==> config.mk <==
export PLATFORM = sky130hd
export DESIGN_NAME = dsp_dma_wakeup_control
export DESIGN_NICKNAME = d
export VERILOG_FILES = /design/src/dwc_pkg.sv /design/src/track_if.sv /design/src/dma_req_tracker.sv /design/src/dsp_dma_wakeup_control.sv
export VERILOG_INCLUDE_DIRS = /design/src
export SDC_FILE = /design/constraint.sdc
export NUM_CORES = 1
export LEC_CHECK = 0
export BUFFER_PORTS_ARGS = -buffer_cell sky130_fd_sc_hd__buf_4
export CAP_MARGIN = 10
export CORE_ASPECT_RATIO = 1.75
export CORE_MARGIN = 1
export CORE_UTILIZATION = 46
export CTS_BUF_LIST = sky130_fd_sc_hd__clkbuf_8
export CTS_CLUSTER_DIAMETER = 80
export CTS_CLUSTER_SIZE = 24
export DETAILED_ROUTE_END_ITERATION = 10
export PLACE_DENSITY = 0.79
export SYNTH_ARGS = -nofsm -noshare
export SYNTH_HDL_FRONTEND = slang
export SYNTH_HIERARCHICAL = 1
export SYNTH_SLANG_ARGS = --single-unit
==> constraint.sdc <==
create_clock -name clk -period 1.7 [get_ports clk]
set_input_delay 0.085 -clock clk [delete_from_list [all_inputs] [get_ports clk]]
set_output_delay 0.085 -clock clk [all_outputs]
set_load 0.01 [all_outputs]
==> src/dwc_map.svh <==
// Register offsets, field positions and reset values of the DSP wake-up control block.
// Assumes byte addressing on a 32-bit Avalon-MM slave port.
`ifndef DWC_MAP_SVH
`define DWC_MAP_SVH

// ----------------------------------------------------------------------------
// Offsets
// ----------------------------------------------------------------------------
`define DWC_OFS_CTRL 4'h0
`define DWC_OFS_START 4'h4
`define DWC_OFS_STATUS 4'h8

// ----------------------------------------------------------------------------
// Fields
// ----------------------------------------------------------------------------
`define DWC_CTRL_TRUE 0
`define DWC_CTRL_INTER 1
`define DWC_CTRL_FINAL 2
`define DWC_CTRL_DUMMY 3
`define DWC_CTRL_W 4
`define DWC_CTRL_RST 4'h0
`define DWC_CNT_W 8
`define DWC_ST_BUSY 0
`define DWC_ST_STBY 1
`define DWC_ST_DONE 2
`define DWC_ST_PEND 3
`define DWC_ST_REC_LSB 8
`define DWC_ST_REM_LSB 16
`define DWC_MAX_LINES 8

`endif

==> src/dwc_pkg.sv <==
// Types shared by the DSP wake-up control block.
// Assumes nothing of its surroundings.
`default_nettype none
package dwc_pkg;
  typedef enum logic [2:0] {
    ST_IDLE,
    ST_WR,
    ST_WR_RESP,
    ST_RD,
    ST_RD_RESP
  } eng_state_t;
endpackage : dwc_pkg
`default_nettype wire

==> src/track_if.sv <==
// Request tracking signals from the request tracker to the control core.
// Assumes both ends run on the same clock.
`timescale 1ns/100ps
`default_nettype none
interface track_if #(parameter int LINES = 1);
  logic [LINES-1:0] level;
  logic [LINES-1:0] record;
  logic fresh;
  modport src (output level, output record, output fresh);
  modport dst (input level, input record, input fresh);
endinterface : track_if
`default_nettype wire
==> src/dma_req_tracker.sv <==
// Synchronises the DMA request pins and remembers which lines are asserted.
// Assumes the pins are asynchronous to clk.
`timescale 1ns/100ps
`default_nettype none
module dma_req_tracker #(
  parameter int LINES = 1
) (
  input wire logic clk,
  input wire logic reset,
  input wire logic [LINES-1:0] dma_req_pin,
  track_if.src trk
);
  logic [LINES-1:0] meta_ff;
  logic [LINES-1:0] sync_ff;
  logic [LINES-1:0] record_ff;
  logic [LINES-1:0] nxt_record;

  // Record follows the line both ways, so a drop during retention is never missed
  always_comb begin
    nxt_record = sync_ff;
  end

  always_ff @(posedge clk) begin
    if (reset) begin
      meta_ff <= '0;
      sync_ff <= '0;
      record_ff <= '0;
    end else begin
      meta_ff <= dma_req_pin;
      sync_ff <= meta_ff;
      record_ff <= nxt_record;
    end
  end

  assign trk.level = sync_ff;
  assign trk.record = record_ff;
  assign trk.fresh = |(sync_ff & ~record_ff);
endmodule : dma_req_tracker
`default_nettype wire

==> src/dsp_dma_wakeup_control.sv <==
// Wake-up / standby control of the DSP subsystem and its DMA write completion modes.
// Assumes an Avalon-MM master on clk and a write target that accepts and answers on clk.
`timescale 1ns/100ps
`default_nettype none
`include "dwc_map.svh"

// Overview of operation
// - A fresh request edge against the remembered state wakes the DSP subsystem.
// - Writes are always posted while true completion is disabled.
// - True completion, together with the enable of the event type, turns writes into non-posted writes awaiting a response.
// - Intermediate events are non-posted when intermediate and true enables are set.
// - The final event is non-posted when final and true enables are set.
// - Standby is entered only once the outstanding write has completed.
// - One shared completion pulse serves both intermediate and final events.
module dsp_dma_wakeup_control #(
  parameter int LINES = 1
) (
  input wire logic clk,
  input wire logic reset,
  input wire logic [3:0] avs_address,
  input wire logic avs_read,
  input wire logic avs_write,
  input wire logic [31:0] avs_writedata,
  output logic [31:0] avs_readdata,
  output logic avs_waitrequest,
  input wire logic [LINES-1:0] dma_req_pin,
  input wire logic idle_req,
  output logic mst_write,
  output logic mst_read,
  output logic mst_posted,
  output logic mst_final,
  input wire logic mst_accept,
  input wire logic mst_resp,
  output logic completion_irq,
  output logic standby
);
  // Elaboration-time refusal: the status word has room for eight record bits only
  if (LINES < 1 || LINES > `DWC_MAX_LINES) begin : g_lines_check
    $error("LINES out of range");
  end

  // --------------------------------------------------------------------------
  // Request tracking
  // --------------------------------------------------------------------------
  track_if #(.LINES(LINES)) trk ();

  dma_req_tracker #(.LINES(LINES)) u_tracker (
    .clk(clk),
    .reset(reset),
    .dma_req_pin(dma_req_pin),
    .trk(trk)
  );

  // --------------------------------------------------------------------------
  // State
  // --------------------------------------------------------------------------
  logic [`DWC_CTRL_W-1:0] ctrl_ff, nxt_ctrl;
  logic [`DWC_CNT_W-1:0] remain_ff, nxt_remain;
  logic [31:0] rdata_ff, nxt_rdata;
  logic wait_ff, nxt_wait;
  logic done_ff, nxt_done;
  logic pend_ff, nxt_pend;
  logic wr_ff, nxt_wr, rd_ff, nxt_rd, posted_ff, nxt_posted, final_ff, nxt_final;
  logic irq_ff, nxt_irq;
  logic standby_ff, nxt_standby;
  dwc_pkg::eng_state_t state_ff, nxt_state;
  logic wr_done, evt_done, bus_done;
  logic [31:0] status_word;

  function automatic logic needs_resp(input logic last, input logic [`DWC_CTRL_W-1:0] c);
    needs_resp = c[`DWC_CTRL_TRUE] && (last ? c[`DWC_CTRL_FINAL] : c[`DWC_CTRL_INTER]);
  endfunction : needs_resp

  function automatic logic event_irq(input logic last, input logic [`DWC_CTRL_W-1:0] c);
    event_irq = last ? c[`DWC_CTRL_FINAL] : c[`DWC_CTRL_INTER];
  endfunction : event_irq

  always_comb begin
    status_word = '0;
    status_word[`DWC_ST_BUSY] = (state_ff != dwc_pkg::ST_IDLE);
    status_word[`DWC_ST_STBY] = standby_ff;
    status_word[`DWC_ST_DONE] = done_ff;
    status_word[`DWC_ST_PEND] = pend_ff;
    status_word[`DWC_ST_REC_LSB +: LINES] = trk.record;
    status_word[`DWC_ST_REM_LSB +: `DWC_CNT_W] = remain_ff;
  end

  // --------------------------------------------------------------------------
  // Next-state logic
  // --------------------------------------------------------------------------
  always_comb begin
    nxt_ctrl = ctrl_ff;
    nxt_remain = remain_ff;
    nxt_rdata = rdata_ff;
    nxt_done = done_ff;
    nxt_pend = pend_ff;
    nxt_wr = wr_ff;
    nxt_rd = rd_ff;
    nxt_posted = posted_ff;
    nxt_final = final_ff;
    nxt_irq = 1'b0;
    nxt_standby = standby_ff;
    nxt_state = state_ff;
    wr_done = 1'b0;
    evt_done = 1'b0;
    // One wait cycle per access; the answer stands at the edge waitrequest is low
    bus_done = (avs_read || avs_write) && !wait_ff;
    nxt_wait = !((avs_read || avs_write) && wait_ff);
    if (avs_read && wait_ff) begin
      case (avs_address)
        `DWC_OFS_CTRL: nxt_rdata = {{(32-`DWC_CTRL_W){1'b0}}, ctrl_ff};
        `DWC_OFS_START: nxt_rdata = {{(32-`DWC_CNT_W){1'b0}}, remain_ff};
        `DWC_OFS_STATUS: nxt_rdata = status_word;
        default: nxt_rdata = '0;
      endcase
    end
    if (bus_done && avs_write) begin
      case (avs_address)
        `DWC_OFS_CTRL: nxt_ctrl = avs_writedata[`DWC_CTRL_W-1:0];
        `DWC_OFS_START: nxt_remain = avs_writedata[`DWC_CNT_W-1:0];
        `DWC_OFS_STATUS: begin
          if (avs_writedata[`DWC_ST_DONE]) begin
            nxt_done = 1'b0;
          end
        end
        default: ;
      endcase
    end
    case (state_ff)
      dwc_pkg::ST_IDLE: begin
        if (pend_ff && remain_ff != '0) begin
          nxt_pend = 1'b0;
          nxt_wr = 1'b1;
          nxt_final = (remain_ff == `DWC_CNT_W'(1));
          nxt_posted = !needs_resp(remain_ff == `DWC_CNT_W'(1), ctrl_ff);
          nxt_state = dwc_pkg::ST_WR;
        end
      end
      dwc_pkg::ST_WR: begin
        if (mst_accept) begin
          nxt_wr = 1'b0;
          if (posted_ff) begin
            wr_done = 1'b1;
          end else begin
            nxt_state = dwc_pkg::ST_WR_RESP;
          end
        end
      end
      dwc_pkg::ST_WR_RESP: begin
        wr_done = mst_resp;
      end
      dwc_pkg::ST_RD: begin
        if (mst_accept) begin
          nxt_rd = 1'b0;
          nxt_state = dwc_pkg::ST_RD_RESP;
        end
      end
      dwc_pkg::ST_RD_RESP: begin
        evt_done = mst_resp;
      end
      default: nxt_state = dwc_pkg::ST_IDLE;
    endcase
    if (wr_done) begin
      if (ctrl_ff[`DWC_CTRL_DUMMY]) begin
        nxt_rd = 1'b1;
        nxt_state = dwc_pkg::ST_RD;
      end else begin
        evt_done = 1'b1;
      end
    end
    if (evt_done) begin
      nxt_state = dwc_pkg::ST_IDLE;
      nxt_remain = remain_ff - `DWC_CNT_W'(1);
      nxt_irq = event_irq(final_ff, ctrl_ff);
      if (final_ff) begin
        nxt_done = 1'b1;
      end
    end
    if (trk.fresh) begin
      nxt_pend = 1'b1;
    end
    // Standby only from an idle engine: nothing outstanding on the write path
    if (standby_ff) begin
      if (trk.fresh) begin
        nxt_standby = 1'b0;
      end
    end else if (idle_req && state_ff == dwc_pkg::ST_IDLE && !pend_ff &&
                 trk.level == '0 && !trk.fresh) begin
      nxt_standby = 1'b1;
    end
  end

  // --------------------------------------------------------------------------
  // Registers
  // --------------------------------------------------------------------------
  always_ff @(posedge clk) begin
    if (reset) begin
      ctrl_ff <= `DWC_CTRL_RST;
      remain_ff <= '0;
      rdata_ff <= '0;
      wait_ff <= 1'b1;
      done_ff <= 1'b0;
      pend_ff <= 1'b0;
      wr_ff <= 1'b0;
      rd_ff <= 1'b0;
      posted_ff <= 1'b1;
      final_ff <= 1'b0;
      irq_ff <= 1'b0;
      standby_ff <= 1'b0;
      state_ff <= dwc_pkg::ST_IDLE;
    end else begin
      ctrl_ff <= nxt_ctrl;
      remain_ff <= nxt_remain;
      rdata_ff <= nxt_rdata;
      wait_ff <= nxt_wait;
      done_ff <= nxt_done;
      pend_ff <= nxt_pend;
      wr_ff <= nxt_wr;
      rd_ff <= nxt_rd;
      posted_ff <= nxt_posted;
      final_ff <= nxt_final;
      irq_ff <= nxt_irq;
      standby_ff <= nxt_standby;
      state_ff <= nxt_state;
    end
  end

  assign avs_readdata = rdata_ff;
  assign avs_waitrequest = wait_ff;
  assign mst_write = wr_ff;
  assign mst_read = rd_ff;
  assign mst_posted = posted_ff;
  assign mst_final = final_ff;
  assign completion_irq = irq_ff;
  assign standby = standby_ff;
endmodule : dsp_dma_wakeup_control
`default_nettype wire

# Word level (Yosys, flattened, before mapping)
# Cells that the tools add are included.
# totals
ff_bits	59
latchBits	0
ram_bits	0
mem_bits_ro	0
input_bits	44
out_inout_bits	39
wordCells	100
memories	0
# classes
add_sub_neg	1
mul	0
div_mod_pow	0
magnitude_cmp	0
n_eq_ne	9
n_shift	0
muxes	37
bitwise	4
n_reduce_logical	33
# op_table
operator	n
24-bit one-hot mux with 3 select lines	1
1-bit two-way mux	24
8-bit two-way mux	3
3-bit two-way mux	6
3-bit one-hot mux with 4 select lines	1
1-bit logical AND	10
2-bit nonzero test	5
8-bit by 1-bit equality test with 1-bit output (second input constant)	1
2-bit AND reduction	4
8-bit nonzero test	1
8-bit by 1-bit subtractor with 8-bit output (second input constant)	1
3-bit by 2-bit equality test with 1-bit output (second input constant)	2
2-bit OR reduction	3
1-bit zero test	5
4-bit by 3-bit equality test with 1-bit output (second input constant)	1
4-bit equality test (second input constant)	1
4-bit zero test	1
2-bit != test (second input constant)	2
1-bit one-hot mux with 2 select lines	2
3-bit by 1-bit equality test with 1-bit output (second input constant)	1
3-bit equality test (second input constant)	1
3-bit zero test	1
1-bit NOT	3
3-bit AND reduction	1
3 further kinds	3

# Depth between registers and ports, before layout
# logic_depth
depth_word	7
mapped_depth	7
mapped_depth_nobuf	7

# Hierarchy
# The synthesis kept the hierarchy.
# by_module_without_submodules
module	instances	cells_per_inst	area_per_inst_um2	seq_area_each_um2
dsp_dma_wakeup_control	1	234	2097.0	820.8
dma_req_tracker	1	7	87.6	60.1

# Worst setup path after synthesis
# OpenSTA, ideal clock, no wires.
# synth_timing
path_kind	register to register
start	register state_ff[1]
end	register remain_ff[0]
setup_ns	0.120
arrival_ns	1.498
t_required_ns	1.580
path_slack_ns	0.082
path_stages_with_launch	8
n_path_buf	2
period_less_slack_ns	1.618
cell_sequence	dfxtp_1 -> buf_2 -> nand4b_4 -> a211oi_4 -> nor2b_1 -> buf_2 -> and3_1 -> o31a_1
# synth_via
elab_chain_cells	6
elab_cells_between_ends	11
cone_classes	eq/ne (3); mux (5); reduce/logical (3)
# synth_rtl
element	line_no	text
from (decl)	dsp_dma_wakeup_control.sv:66	dwc_pkg::eng_state_t state_ff, nxt_state;
from (signal assigned)	dsp_dma_wakeup_control.sv:210	state_ff <= dwc_pkg::ST_IDLE;
from (signal assigned)	dsp_dma_wakeup_control.sv:224	state_ff <= nxt_state;
3-bit equality test	dsp_dma_wakeup_control.sv:129	case (state_ff)
1-bit two-way mux	dsp_dma_wakeup_control.sv:129	
1-bit two-way mux	dsp_dma_wakeup_control.sv:164	if (ctrl_ff[`DWC_CTRL_DUMMY]) begin
1-bit two-way mux (*)	dsp_dma_wakeup_control.sv:163	if (wr_done) begin
2-bit nonzero test (no line)	n/a	
2-bit AND reduction (no line)	n/a	
to (signal assigned)	dsp_dma_wakeup_control.sv:213	remain_ff <= nxt_remain;
to (decl)	dsp_dma_wakeup_control.sv:58	logic [`DWC_CNT_W-1:0] remain_ff, nxt_remain;
# Mark *: on every way between the ends. The rest lies on a longest branch, timed or not.
# A chain may end at the register's enable or synchronous reset.

# Worst setup path in the final report
# layout_timing
start	register wait_ff, in the netlist avs_waitrequest
end	register remain_ff[3]
# layout_via
elab_chain_cells	5
# layout_rtl
element	line_no	text
from (decl)	dsp_dma_wakeup_control.sv:60	logic wait_ff, nxt_wait;
from (signal assigned)	dsp_dma_wakeup_control.sv:215	wait_ff <= nxt_wait;
1-bit zero test	dsp_dma_wakeup_control.sv:107	bus_done = (avs_read || avs_write) && !wait_ff;
1-bit logical AND	dsp_dma_wakeup_control.sv:107	
1-bit logical AND	dsp_dma_wakeup_control.sv:117	if (bus_done && avs_write) begin
2-bit nonzero test (no line)	n/a	
2-bit AND reduction (no line)	n/a	
# Every way passes these cells.

==> results.toml <==
[routing]
vias = 1936
routedWlPerCell_um = 14.6
drt_pass1_iterations = 4
drt_first_iter_violations = 43
wl_met2_mm = 2.91
routed_via_density = 5.44
ant_nets = 0
drc = 0
wl_met1_mm = 1.93
wl_mm = 5.19
dr_wl_met3_um = 209
route.top_layer_used = "met4"

[synth]
async_flop_share_pct = 0
yosysTopAreaCellShare_pct = 40.3
ys_ff_latch = 44
synthTopCellsByArea = "dfxtp_1 40%, a22oi_1 6.2%, nor2_1 6.0%, buf_4 5.2%, mux2i_1 5.0%"
syn_avg_cell_area_um2 = 9.06
synth_largest_area_cell = "dfxtp_1"
yosysUniqueCellTypes = 55
syn_area_um2 = 2180
yosysSeqAreaShare_pct = 40.3
synth_edf_count = 0
synth_flop_cell = "dfxtp_1"
ys_warn_count = 6
synth_most_common_cell = "dfxtp_1"
synth_common_cells = "44 x dfxtp_1, 35 x nor2_1, 18 x a22oi_1, 15 x buf_4, 14 x nand2_1"
synth_cells = 241

[sta]
fmax_mhz = 614
finalHoldViolCount = 0
rsz0062_at_grt = "true"
finalCritPeriodShare_pct = 95.8
setup_viol = 0
setup_tns_ns = 0
period_needed_ns = 1.63
skew_ns = 0.00727
drv_slew = 0

[placement]
place_congestion = 0.858
hpwlAfterDp_mm = 3.95
place_inst = 347
portBuffers = 43

[worst_setup_path]
crit_fanout = 4
crit_buf_inv = 0
path_cells = "nand2b_1 > or4b_1 > nor3_1 > a211oi_2"
end_kind = "register"
critical_path_class = "reg -> reg"
crit_arrival_ns = 1.80
start_kind = "register"
critPathMaxStageDelay_ns = 0.61
worst_path_dominant_cell_family = "simple AND/OR/NAND/NOR gates"
critical_path_required_ns = 1.87
crit_slowest_cell = "or4b_1"

[status]
status = "finished, final reports clean"

[power_and_ir_drop]
pwr-share-seq_pct = 55.0
p_int_mw = 1.45
clock_power_share_pct = 34.7
power_density_nw_per_um2 = 694
p_sw_mw = 0.466
leakagePower_nw = 1.15
swShare_pct = 24.3
total_power_mw = 1.92
combPwrFrac_pct = 10.3
max-vdd-ir-drop_v = 0.000625

[clock_tree]
cts_tree = "built"
cts.sink_count = 44
htree_num_levels = 2
cts_buffers = 5
clockBufferDepth = 2
path_clk_slew_ns = 0.08
clock-root-buffer = "clkbuf_8"
clk-insertion-delay-late_ns = 0.29

[min_path]
hold_class = "in -> reg"

[global_routing]
grt_pass1_vias = 1845
gr-total-overflow = 0
grt_usage_pct = 22.4
grt_pass1_wl_mm = 8.38
antenna_found_initial = 0
grt_max_degree = 29

[floorplanning]
fp.dieW_um = 54.1
start_util_pct = 48.7
core_area_um2 = 4480
die_area_um2 = 5040
io_pins = 83
dieHeight_um = 93.2
row_count = 32

[cells_and_area]
num-nets-final = 350
layout-drive-gt1-share_pct = 30.8
fillers = 403
fin_cells = 356
diodes = 0
area_delta_synth_final_pct = 26.5

[run]
cap_violations = 0
==> worst register-to-register path: stages, from the launching register on <==
cell	delay (ns)
dfxtp_1	0.34
nand2b_1	0.22
or4b_1	0.61
nor3_1	0.26
a211oi_2	0.08
==> state kept, by name, indices dropped and copies added (netlist names), 3 cells and up <==
register      count
avs_readdata     17
remain_ff         8
ctrl_ff           4
state_ff          3
==> final timing paths <==
check	from	endpoint	slack, ns	depth (start not counted)
max	avs_waitrequest$_SDFF_PP1_	remain_ff[3]$_SDFFE_PP0P_	0.07	4
min	avs_read	avs_waitrequest$_SDFF_PP1_	0.01	2
max reg2reg	avs_waitrequest$_SDFF_PP1_	remain_ff[3]$_SDFFE_PP0P_	0.07	4
min reg2reg	u_tracker/meta_ff$_SDFF_PP0_	u_tracker/trk.level$_SDFF_PP0_	0.45	1
==> area by class of cell <==
cell class	instances	area, um^2	share of cell area (%)
multi-input cells	177	1170	42.3
repair buffers	71	536	19.4
flip-flops and latches	44	883	32.0
well taps	51	63.8	2.31
inverters	5	18.8	0.679
clock inverters	2	11.3	0.408
clock buffers	6	82.6	2.99
==> what timing repair did <==
action                                  CTS  global route
buffers inserted                          0             0
gates resized for setup                   0             5
hold buffers                              1             0
hold endpoints to repair                  1             0
endpoints found under the setup margin    0             7
==> metal layers <==
metal / vias to the layer above / global-route usage, %
met5: - / 0
met4: 0 / 8.97
met3: 11 / 4.23
met2: 53 / 40.1
met1: 926 / 24.5
li1: 946 / -
==> logic make-up (layout without fill, tap and decap cells) <==
| family | after synthesis | in the layout | share of synthesized area [%] |
|---|---|---|---|
| and+or+nand+nor | 91 | 91 | 23.5 |
| other | 1 | 15 | 0.172 |
| AOI/OAI and AO/OA | 52 | 52 | 18.0 |
| muxes | 13 | 13 | 6.07 |
| buffers and inverters | 34 | 84 | 9.22 |
| DFF | 44 | 44 | 40.3 |
| adders and majority gates | 2 | 2 | 1.15 |
| xor gates and xnor gates | 4 | 4 | 1.60 |
==> power by group through the flow <==
stage / registers [mW] / clock network (mW) / logic [mW]
after CTS: 1.06 / 0.691 / 0.195
after detailed placement: 1.08 / 0 / 0.193
after global placement: 1.08 / 0 / 0.190
after global routing: 1.06 / 0.726 / 0.215
after floorplan: 1.08 / 0 / 0.129
final: 1.06 / 0.666 / 0.197
==> through the flow <==
stage	worst slack, ns	hold WS, ns	area (um^2)	util (%)
global route	-0.0318	0.0176	2760	61.6
floorplan	0.0822	0.157	2240	-
CTS	0.0173	0.00880	2750	61.3
global placement	0.114	0.297	2640	59.0
finish	0.0711	0.0140	2760	61.6
detailed placement	0.0368	0.304	2640	59.0
==> cell usage in the layout (no fill, tap or decap), types with 5 or more instances in the layout <==
cell type / instances
buf_4: 70
dfxtp_1: 42
nor2_1: 35
a22oi_1: 18
conb_1: 15
nand2_1: 14
mux2i_1: 11
a21oi_1: 8
nor3_1: 7
inv_1: 6
nand2b_1: 6
a211oi_1: 6
clkbuf_8: 6
o21ai_0: 5
Note: power is estimated with default switching activity, not from simulation.
